[src/hw/sbas_pkg.sv]
// Shared constants and types for the secondary bus arbiter and sideband logic
`default_nettype none
package sbas_pkg;
  // Number of secondary request and grant pairs
  localparam int SBAS_NREQ = 9;
  // Synchroniser depth for pin inputs
  localparam int SBAS_SYNC_STAGES = 2;
  // Reset values of active-low pins and strap settle pattern
  localparam logic [8:0] SBAS_GNT_RESET = 9'h1ff;
  localparam logic [8:0] SBAS_PIN_IDLE = 9'h1ff;
  localparam logic [1:0] SBAS_SETTLE_RESET = 2'h0;
  localparam logic [1:0] SBAS_SETTLE_LATCH = 2'h1;
  localparam logic [1:0] SBAS_SETTLE_DONE = 2'h3;
  // Lock line driver states
  typedef enum logic [3:0] {
    SBAS_LK_IDLE = 4'b0001,
    SBAS_LK_ADDR = 4'b0010,
    SBAS_LK_HELD = 4'b0100,
    SBAS_LK_REL = 4'b1000
  } sbas_lock_t;
endpackage
`default_nettype wire

[src/hw/sbas_arb_if.sv]
// Request and grant carrier between the top and the rotating arbiter
`default_nettype none
interface sbas_arb_if;
  import sbas_pkg::*;
  logic [SBAS_NREQ-1:0] req;
  logic [SBAS_NREQ-1:0] gnt;
  logic internalEn;
  logic busIdle;
  modport arb (input req, input internalEn, input busIdle, output gnt);
  modport ctl (output req, output internalEn, output busIdle, input gnt);
endinterface
`default_nettype wire

[src/hw/sbas_arbiter.sv]
// Rotating-priority arbiter over the secondary requests
`default_nettype none
module sbas_arbiter
  import sbas_pkg::*;
(
  input wire logic clk,
  input wire logic rst_b,
  sbas_arb_if.arb arb
);
  logic [SBAS_NREQ-1:0] lastGnt;
  logic [SBAS_NREQ-1:0] next_gnt;
  logic [SBAS_NREQ-1:0] picked;
  logic holderReq;
  logic rearb;

  // First requester after the last winner, wrapping round
  function automatic logic [SBAS_NREQ-1:0] sbas_pick(
    input logic [SBAS_NREQ-1:0] req,
    input logic [SBAS_NREQ-1:0] last
  );
    logic [SBAS_NREQ-1:0] res;
    logic found;
    int start;
    int j;
    res = '0;
    found = 1'b0;
    start = 0;
    j = 0;
    for (int k = 0; k < SBAS_NREQ; k++)
    begin
      if (last[k])
      begin
        start = k;
      end
    end
    for (int i = 1; i <= SBAS_NREQ; i++)
    begin
      j = (start + i) % SBAS_NREQ;
      if (!found && req[j])
      begin
        res[j] = 1'b1;
        found = 1'b1;
      end
    end
    return res;
  endfunction

  assign picked = sbas_pick(arb.req, lastGnt);
  assign holderReq = |(arb.gnt & arb.req);
  // Move on when the holder drops or has taken the bus
  assign rearb = !holderReq || !arb.busIdle;
  assign next_gnt = !arb.internalEn ? '0 : (rearb ? picked : arb.gnt);

  always_ff @(posedge clk or negedge rst_b)
  begin
    if (!rst_b)
    begin
      arb.gnt <= '0;
      lastGnt <= '0;
    end
    else
    begin
      arb.gnt <= next_gnt;
      lastGnt <= (next_gnt != '0) ? next_gnt : lastGnt;
    end
  end

  a_gnt_onehot: assert property (@(posedge clk) disable iff (!rst_b) $onehot0(arb.gnt))
    else $error("More than one grant active");
  a_gnt_has_req: assert property (@(posedge clk) disable iff (!rst_b)
    (arb.gnt != '0 && $changed(arb.gnt)) |-> ((arb.gnt & $past(arb.req)) != '0))
    else $error("Grant given without a request");
  // No grants when the arbiter is off
  a_ext_no_grant: assert property (@(posedge clk) disable iff (!rst_b)
    !arb.internalEn |=> arb.gnt == '0)
    else $error("Grant while internal arbiter disabled");
endmodule
`default_nettype wire

[src/hw/sbas_parity.sv]
// Secondary data parity check and parity error line driver
`default_nettype none
module sbas_parity
  import sbas_pkg::*;
(
  input wire logic clk,
  input wire logic rst_b,
  input wire logic busIdle,
  input wire logic rxValid,
  input wire logic rxReceiver,
  input wire logic [31:0] rxData,
  input wire logic [3:0] rxCbe,
  input wire logic sec_parity_bit,
  output logic sec_parity_err_n,
  output logic sec_parity_err_oe
);
  logic rxTaken;
  logic dataPar;
  logic tail;
  logic parErr;
  logic driveNow;
  logic next_oe;
  logic next_tail;

  // Even parity over data, byte enables and parity bit
  assign parErr = rxTaken && (dataPar ^ sec_parity_bit);
  // Drive only while this side receives the data
  assign driveNow = parErr || (rxReceiver && !busIdle);
  // One deasserted clock on idle, then release
  assign next_oe = driveNow || (sec_parity_err_oe && !(busIdle && tail));
  assign next_tail = !driveNow && sec_parity_err_oe && busIdle && !tail;

  always_ff @(posedge clk or negedge rst_b)
  begin
    if (!rst_b)
    begin
      rxTaken <= 1'b0;
      dataPar <= 1'b0;
      tail <= 1'b0;
      sec_parity_err_n <= 1'b1;
      sec_parity_err_oe <= 1'b0;
    end
    else
    begin
      // Word at n, parity at n+1, error at n+2
      rxTaken <= rxValid && rxReceiver;
      dataPar <= ^{rxData, rxCbe};
      tail <= next_tail;
      sec_parity_err_n <= !parErr;
      sec_parity_err_oe <= next_oe;
    end
  end

  // Error shows two clocks after the word
  a_perr_timing: assert property (@(posedge clk) disable iff (!rst_b)
    (rxValid && rxReceiver) ##1 (^{$past(rxData), $past(rxCbe), sec_parity_bit})
    |=> (!sec_parity_err_n && sec_parity_err_oe))
    else $error("Parity error not flagged on time");
  // Release after the idle deasserted clock
  a_perr_release: assert property (@(posedge clk) disable iff (!rst_b)
    (sec_parity_err_oe && busIdle && tail && !driveNow) |=> !sec_parity_err_oe)
    else $error("Parity error line not released after idle");
endmodule
`default_nettype wire

[src/hw/sbas_top.sv]
// Secondary bus arbiter, lock, parity and system error sideband
// Contract
// - Locked transactions go downstream only, never toward the primary bus.
// - Keep lock asserted until next locked address phase or release.
// - On release drive lock high one clock, then stop driving.
// - Receiver asserts parity error when received data parity fails.
// - Parity error one clock after parity bit, two after data.
// - Target drives parity error on writes, initiator on reads.
// - On idle drive parity error high one clock, then release.
// - Never drive secondary system error; sample it, forward to primary.
// - Accept nine active-low requests and service them by priority.
// - Drive nine independent active-low grants by priority.
// - Strap low enables internal arbiter; strap high disables it.
// - External mode: request 0 is grant in, grant 0 is request out.
// - External mode: start only with grant asserted and bus idle.
// - External mode: park when entries empty, grant asserted, bus idle.
// - Downstream lock: deasserted in first address phase, asserted next clock.
`default_nettype none
module sbas_top
  import sbas_pkg::*;
(
  input wire logic clk,
  input wire logic rst_b,
  input wire logic [SBAS_NREQ-1:0] secReqN,
  output logic [SBAS_NREQ-1:0] secGntN,
  input wire logic central_function_en_n,
  input wire logic sec_system_err_n,
  output logic pri_system_err_n,
  output logic pri_system_err_oe,
  input wire logic serrForwardEn,
  input wire logic busIdle,
  input wire logic bridgeReq,
  input wire logic entriesEmpty,
  output logic busMayStart,
  output logic busPark,
  input wire logic lockStart,
  input wire logic lockDownstream,
  input wire logic lockRelease,
  output logic secLockN,
  output logic secLockOe,
  input wire logic rxValid,
  input wire logic rxReceiver,
  input wire logic [31:0] rxData,
  input wire logic [3:0] rxCbe,
  input wire logic sec_parity_bit,
  output logic sec_parity_err_n,
  output logic sec_parity_err_oe
);
  logic [SBAS_NREQ-1:0] reqS1;
  logic [SBAS_NREQ-1:0] reqS2;
  logic cfnS1;
  logic cfnS2;
  logic serrS1;
  logic serrS2;
  logic [1:0] settle;
  logic modeReady;
  logic internalEn;
  logic [SBAS_NREQ-1:0] reqActive;
  logic extGnt;
  logic anyReq;
  logic next_mayStart;
  logic next_park;
  logic [SBAS_NREQ-1:0] next_gntN;
  logic serrSeen;
  logic startOk;
  sbas_lock_t lockState;
  sbas_lock_t next_lockState;

  sbas_arb_if arbBus();

  // Pin synchronisers and strap capture
  always_ff @(posedge clk or negedge rst_b)
  begin
    if (!rst_b)
    begin
      reqS1 <= SBAS_PIN_IDLE;
      reqS2 <= SBAS_PIN_IDLE;
      cfnS1 <= 1'b1;
      cfnS2 <= 1'b1;
      serrS1 <= 1'b1;
      serrS2 <= 1'b1;
      settle <= SBAS_SETTLE_RESET;
    end
    else
    begin
      reqS1 <= secReqN;
      reqS2 <= reqS1;
      cfnS1 <= central_function_en_n;
      cfnS2 <= cfnS1;
      serrS1 <= sec_system_err_n;
      serrS2 <= serrS1;
      settle <= {settle[0], 1'b1};
    end
  end

  // Strap sampled once after reset release
  always_ff @(posedge clk or negedge rst_b)
  begin
    if (!rst_b)
    begin
      modeReady <= 1'b0;
      internalEn <= 1'b0;
    end
    else if (settle == SBAS_SETTLE_DONE && !modeReady)
    begin
      modeReady <= 1'b1;
      internalEn <= !cfnS2;
    end
  end

  assign reqActive = ~reqS2;
  // Request 0 is the external grant in that mode
  assign extGnt = reqActive[0];
  assign anyReq = |reqActive;

  assign arbBus.req = reqActive;
  assign arbBus.internalEn = internalEn && modeReady;
  assign arbBus.busIdle = busIdle;

  sbas_arbiter u_arbiter (
    .clk(clk),
    .rst_b(rst_b),
    .arb(arbBus)
  );

  // Grants out; in external mode grant 0 carries bridge request
  assign next_gntN = !modeReady ? SBAS_GNT_RESET :
                     internalEn ? ~arbBus.gnt :
                     {SBAS_GNT_RESET[SBAS_NREQ-1:1], !bridgeReq};
  // Start only with the bus idle and ownership
  assign next_mayStart = modeReady && busIdle &&
                         (internalEn ? (arbBus.gnt == '0 && !anyReq) : extGnt);
  // Park an idle bus when nothing is queued
  assign next_park = modeReady && busIdle && entriesEmpty &&
                     (internalEn ? !anyReq : extGnt);

  always_ff @(posedge clk or negedge rst_b)
  begin
    if (!rst_b)
    begin
      secGntN <= SBAS_GNT_RESET;
      busMayStart <= 1'b0;
      busPark <= 1'b0;
    end
    else
    begin
      secGntN <= next_gntN;
      busMayStart <= next_mayStart;
      busPark <= next_park;
    end
  end

  // Input only; forwarded as open drain when enabled
  assign serrSeen = !serrS2 && serrForwardEn;

  always_ff @(posedge clk or negedge rst_b)
  begin
    if (!rst_b)
    begin
      pri_system_err_n <= 1'b1;
      pri_system_err_oe <= 1'b0;
    end
    else
    begin
      pri_system_err_n <= !serrSeen;
      pri_system_err_oe <= serrSeen;
    end
  end

  // Only downstream locked starts drive the lock line
  assign startOk = lockStart && lockDownstream;

  // Lock line state machine
  always_comb
  begin
    next_lockState = lockState;
    unique case (lockState)
      SBAS_LK_IDLE:
      begin
        if (startOk)
        begin
          next_lockState = SBAS_LK_ADDR;
        end
      end
      SBAS_LK_ADDR:
      begin
        // Assert one clock after the address phase
        next_lockState = lockRelease ? SBAS_LK_REL : SBAS_LK_HELD;
      end
      SBAS_LK_HELD:
      begin
        if (lockRelease)
        begin
          next_lockState = SBAS_LK_REL;
        end
      end
      SBAS_LK_REL:
      begin
        next_lockState = SBAS_LK_IDLE;
      end
      default:
      begin
        next_lockState = SBAS_LK_IDLE;
      end
    endcase
  end

  always_ff @(posedge clk or negedge rst_b)
  begin
    if (!rst_b)
    begin
      lockState <= SBAS_LK_IDLE;
      secLockN <= 1'b1;
      secLockOe <= 1'b0;
    end
    else
    begin
      lockState <= next_lockState;
      secLockN <= next_lockState != SBAS_LK_HELD;
      secLockOe <= next_lockState != SBAS_LK_IDLE;
    end
  end

  sbas_parity u_parity (
    .clk(clk),
    .rst_b(rst_b),
    .busIdle(busIdle),
    .rxValid(rxValid),
    .rxReceiver(rxReceiver),
    .rxData(rxData),
    .rxCbe(rxCbe),
    .sec_parity_bit(sec_parity_bit),
    .sec_parity_err_n(sec_parity_err_n),
    .sec_parity_err_oe(sec_parity_err_oe)
  );

  // Address phase high, asserted next clock
  a_lock_addr: assert property (@(posedge clk) disable iff (!rst_b)
    (lockState == SBAS_LK_IDLE && startOk) ##1 !lockRelease |->
    (secLockOe && secLockN) ##1 (secLockOe && !secLockN))
    else $error("Lock not driven high then low at start");
  a_lock_hold: assert property (@(posedge clk) disable iff (!rst_b)
    (lockState == SBAS_LK_HELD && !lockRelease) |=> (secLockOe && !secLockN))
    else $error("Lock dropped without release");
  a_lock_release: assert property (@(posedge clk) disable iff (!rst_b)
    (lockState == SBAS_LK_HELD && lockRelease) |=>
    (secLockOe && secLockN) ##1 !secLockOe)
    else $error("Lock release sequence wrong");
  // Upstream lock never drives the line
  a_lock_upstream: assert property (@(posedge clk) disable iff (!rst_b)
    (lockState == SBAS_LK_IDLE && lockStart && !lockDownstream) |=> !secLockOe)
    else $error("Upstream lock propagated");
  a_serr_forward: assert property (@(posedge clk) disable iff (!rst_b)
    (!sec_system_err_n && serrForwardEn) ##1 serrForwardEn ##1 serrForwardEn
    |=> (!pri_system_err_n && pri_system_err_oe))
    else $error("System error not forwarded");
  // Park only on an idle bus
  a_park_idle: assert property (@(posedge clk) disable iff (!rst_b)
    busPark |-> ($past(busIdle) && $past(entriesEmpty)))
    else $error("Park without idle bus and empty entries");
  a_ext_start: assert property (@(posedge clk) disable iff (!rst_b)
    (busMayStart && !internalEn) |-> ($past(extGnt) && $past(busIdle)))
    else $error("External mode start without grant");
  a_strap_held: assert property (@(posedge clk) disable iff (!rst_b)
    modeReady |=> (modeReady && $stable(internalEn)))
    else $error("Arbiter mode changed after latch");
  a_no_early_grant: assert property (@(posedge clk) disable iff (!rst_b)
    !modeReady |=> (secGntN == SBAS_GNT_RESET && !busMayStart && !busPark))
    else $error("Grant or start before arbiter mode latched");
  a_gnt_pins: assert property (@(posedge clk) disable iff (!rst_b)
    (modeReady && internalEn) |=> (secGntN == ~$past(arbBus.gnt)))
    else $error("Grant pins differ from arbiter choice");
  a_ext_gnt_out: assert property (@(posedge clk) disable iff (!rst_b)
    (modeReady && !internalEn) |=>
    (secGntN == {SBAS_GNT_RESET[SBAS_NREQ-1:1], !$past(bridgeReq)}))
    else $error("External mode grant pins wrong");
  a_serr_blocked: assert property (@(posedge clk) disable iff (!rst_b)
    !serrForwardEn |=> !pri_system_err_oe)
    else $error("System error forwarded while disabled");
  a_serr_quiet: assert property (@(posedge clk) disable iff (!rst_b)
    sec_system_err_n |-> ##3 pri_system_err_n)
    else $error("Primary system error without secondary error");
  a_start_busy: assert property (@(posedge clk) disable iff (!rst_b)
    !busIdle |=> (!busMayStart && !busPark))
    else $error("Start or park on a busy bus");
  a_park_ext: assert property (@(posedge clk) disable iff (!rst_b)
    (modeReady && !internalEn && busIdle && entriesEmpty && extGnt) |=> busPark)
    else $error("Bus not parked with grant on idle bus");
endmodule
`default_nettype wire

[config.mk]
export PLATFORM = sky130hd
export DESIGN_NAME = sbas_top
export DESIGN_NICKNAME = d
export VERILOG_FILES = /design/src/hw/sbas_pkg.sv /design/src/hw/sbas_arb_if.sv /design/src/hw/sbas_arbiter.sv /design/src/hw/sbas_parity.sv /design/src/hw/sbas_top.sv
export SDC_FILE = /design/constraint.sdc
export NUM_CORES = 1
export LEC_CHECK = 0
export ABC_AREA = 1
export BUFFER_PORTS_ARGS = -buffer_cell sky130_fd_sc_hd__buf_4
export CAP_MARGIN = 30
export CORE_MARGIN = 2
export CORE_UTILIZATION = 30
export CTS_CLUSTER_SIZE = 14
export DETAILED_ROUTE_END_ITERATION = 8
export PLACE_DENSITY_LB_ADDON = 0.08
export SKIP_CTS_REPAIR_TIMING = 1
export SYNTH_ARGS = -nofsm -noshare
export SYNTH_HDL_FRONTEND = slang
export SYNTH_SLANG_ARGS = --single-unit
[constraint.sdc]
create_clock -name clk -period 8.15 [get_ports clk]
set_input_delay 1.2225 -clock clk [delete_from_list [all_inputs] [get_ports clk]]
set_output_delay 1.2225 -clock clk [all_outputs]
set_load 0.05 [all_outputs]
==> results.json <==
{
  "hpwlAfterDp_microns": 16220,
  "hold_viol_final": 0,
  "reg2reg_setup_slack_ns": 2.92,
  "first_global_vias": 5889,
  "port_buffers": 75,
  "syn_inst": 928,
  "startpoint": "u_arbiter.lastGnt[2]",
  "end_kind": "flip-flop",
  "gp_congestion": 0.9082,
  "globalRoute.totalOverflow": 0,
  "clock_skew_ns": 0.005951,
  "ys.flop_type": "dfstp_2",
  "rows": 53,
  "r2r_start": "u_arbiter.lastGnt[2]",
  "grt_use_total_pct": 18.98,
  "layout_commonest_cell": "nand2_1",
  "htreeDepth": 3,
  "rsz0062_at_grt": "false",
  "dieWidth_microns": 149.3,
  "die-height_microns": 149.3,
  "grt_pass1_wl_microns": 32790,
  "n_fill_cell": 2288,
  "clk_latency_ns": 0.33,
  "status": "completed",
  "antenna_cells": 0,
  "ios": 76,
  "nNetsFinal": 1087,
  "holdWs_ns": 0.3543,
  "wl_per_cell_microns": 16.03,
  "fin_crit_sh_pct": 64.13,
  "async_flop_share_pct": 100.0,
  "setup_viol": 0,
  "yosysUniqueCellTypes": 60,
  "worst_pin_slew_ns": 0.8026,
  "vias": 6186,
  "grt_antenna_before_repair": 0,
  "yosysSeqAreaShare_pct": 27.15,
  "antenna_left": 0,
  "reg2reg_depth": 27,
  "drive_gt1_share_pct": 22.10,
  "cts_made_buffers": 9,
  "worstPathRequired_ns": 8.37,
  "synth_area_per_cell_sq_um": 6.828,
  "cts.sinks": 67,
  "start_util_pct": 30.33,
  "max_freq_mhz": 191.3,
  "drcViolationCount": 0,
  "maxCapViolCount": 0,
  "clockRootBuffer": "clkbuf_16",
  "worstPathMaxFanout": 14,
  "hp-class": "flip-flop to flip-flop",
  "synth_warnings": 0,
  "drv_slew": 0,
  "worstSetupStartpointType": "flip-flop",
  "die-area_sq_um": 22300,
  "final_cell_mix": "219 x nand2_1, 117 x inv_1, 102 x nor2_1",
  "crit_arrival_ns": 5.44,
  "crit_type": "flip-flop to flip-flop",
  "cts_tree": "built",
  "slew_headroom_pct": 46.49,
  "layout_min_cycle_time_ns": 5.227,
  "drt-initial-drc-count": 405,
  "path_clk_slew_ns": 0.06,
  "cp-endpoint": "u_arbiter.lastGnt[3]",
  "syn_area_sq_um": 6336,
  "synth_edf_count": 0,
  "drt-total-wl_microns": 20590,
  "ys_seq_elements": 67,
  "synthToLayoutAreaGrowth_pct": 17.71,
  "grt_max_degree": 68,
  "vias_per_cell": 4.818,
  "coreArea_sq_um": 20890,
  "ctsLongestPathBuffers": 2,
  "setup_tns_ns": 0,
  "firstDrtPassIters": 8,
  "rr_endpoint": "u_arbiter.lastGnt[3]"
}
logic make-up after synthesis:
logic type	Yosys count	share of synthesized area, %
AND/OR/NAND/NOR	529	40.19
buffers and inverters	158	10.52
AO/OA/AOI/OAI	107	10.90
flip-flops	67	27.15
XOR/XNOR	41	6.379
adder cells (fa/ha/maj)	24	4.739
other	2	0.1185
Yosys cell counts (all sizes together), types with 8 or more instances:
cell type,n,area [sq um]
nand2,245,1003
inv,138,530.5
nor2,123,569.3
nand3,88,485.5
o21ai,56,321.6
dfstp,35,919.6
nand4,35,240.2
dfrtp,32,800.8
xnor2,30,281.5
ha,24,300.3
a21oi,21,120.1
nor3,19,117.6
buf,12,105.1
xor2,11,122.6
nand3b,8,60.06
layer usage:
layer | global-route usage (%) | up-vias | routed length, microns
met5 | 0 | - | 0
met3 | 3.058 | 21 | 1254
met1 | 27.18 | 2800 | 9882
met4 | 5.238 | 0 | 349
li1 | - | 3156 | -
met2 | 29.56 | 209 | 9098
how the worst min path moves through the flow:
stage               startpoint  endpoint  cells past startpoint
CTS                   reqS1[6]  reqS2[6]                      0
global placement      reqS1[4]  reqS2[4]                      0
detailed placement      serrS1    serrS2                      0
global route          reqS1[4]  reqS2[4]                      0
finish                reqS1[6]  reqS2[6]                      0
floorplan                cfnS1     cfnS2                      0
metrics by stage:
| step | instance area, sq um | cells | setup WS (ns) | util, % |
|---|---|---|---|---|
| after floorplan | 6362 | 935 | 4.349 | - |
| after global placement | 7149 | 1268 | 2.903 | 34.23 |
| after detailed placement | 7149 | 1268 | 3.030 | 34.23 |
| after CTS | 7458 | 1284 | 2.994 | 35.71 |
| after global routing | 7458 | 1284 | 2.485 | 35.71 |
| final | 7458 | 1284 | 2.923 | 35.71 |
registers in the layout, summed over array words and instances (netlist names), 2 cells and up:
name,cells
reqS2,9
u_arbiter.lastGnt,8
u_arbiter.arb.gnt,9
lockState,4
secGntN,9
settle,2
reqS1,9
worst max-delay path, cell delays in order (launching register included):
cell and delay, ns:
dfrtp_1 0.38, inv_1 0.07, nand2_1 0.05, nand2_1 0.05, nand2_1 0.05, nand2_1 0.08
nand2_1 0.06, nand2_1 0.39, nand2_1 0.36, ha_1 0.65, clkinv_1 0.39, nor2_1 0.50
xor2_1 0.18, nand2_1 0.06, nand2_1 0.14, inv_2 0.06, nor2_2 0.15, inv_2 0.07
a21oi_2 0.15, nor2_4 0.09, nor3_4 0.45, nand4_1 0.15, nand3_1 0.13, nand2_1 0.12
nand2_2 0.10, nor2_4 0.06, nand3_1 0.09, nand2_1 0.05
cell type report:
class / instances / area [sq um] / area share (%)
Tap cell: 275 / 344.1 / 4.613
Clock buffer: 9 / 225.2 / 3.020
Sequential cell: 67 / 1720 / 23.07
Multi-Input combinational cell: 710 / 3975 / 53.30
Clock inverter: 7 / 83.83 / 1.124
Inverter: 140 / 539.3 / 7.230
Timing Repair Buffer: 76 / 570.5 / 7.650
Power is left out: the tool's default activity adds up to more than one toggle a clock period on the data nets, which glitch-free logic cannot reach.
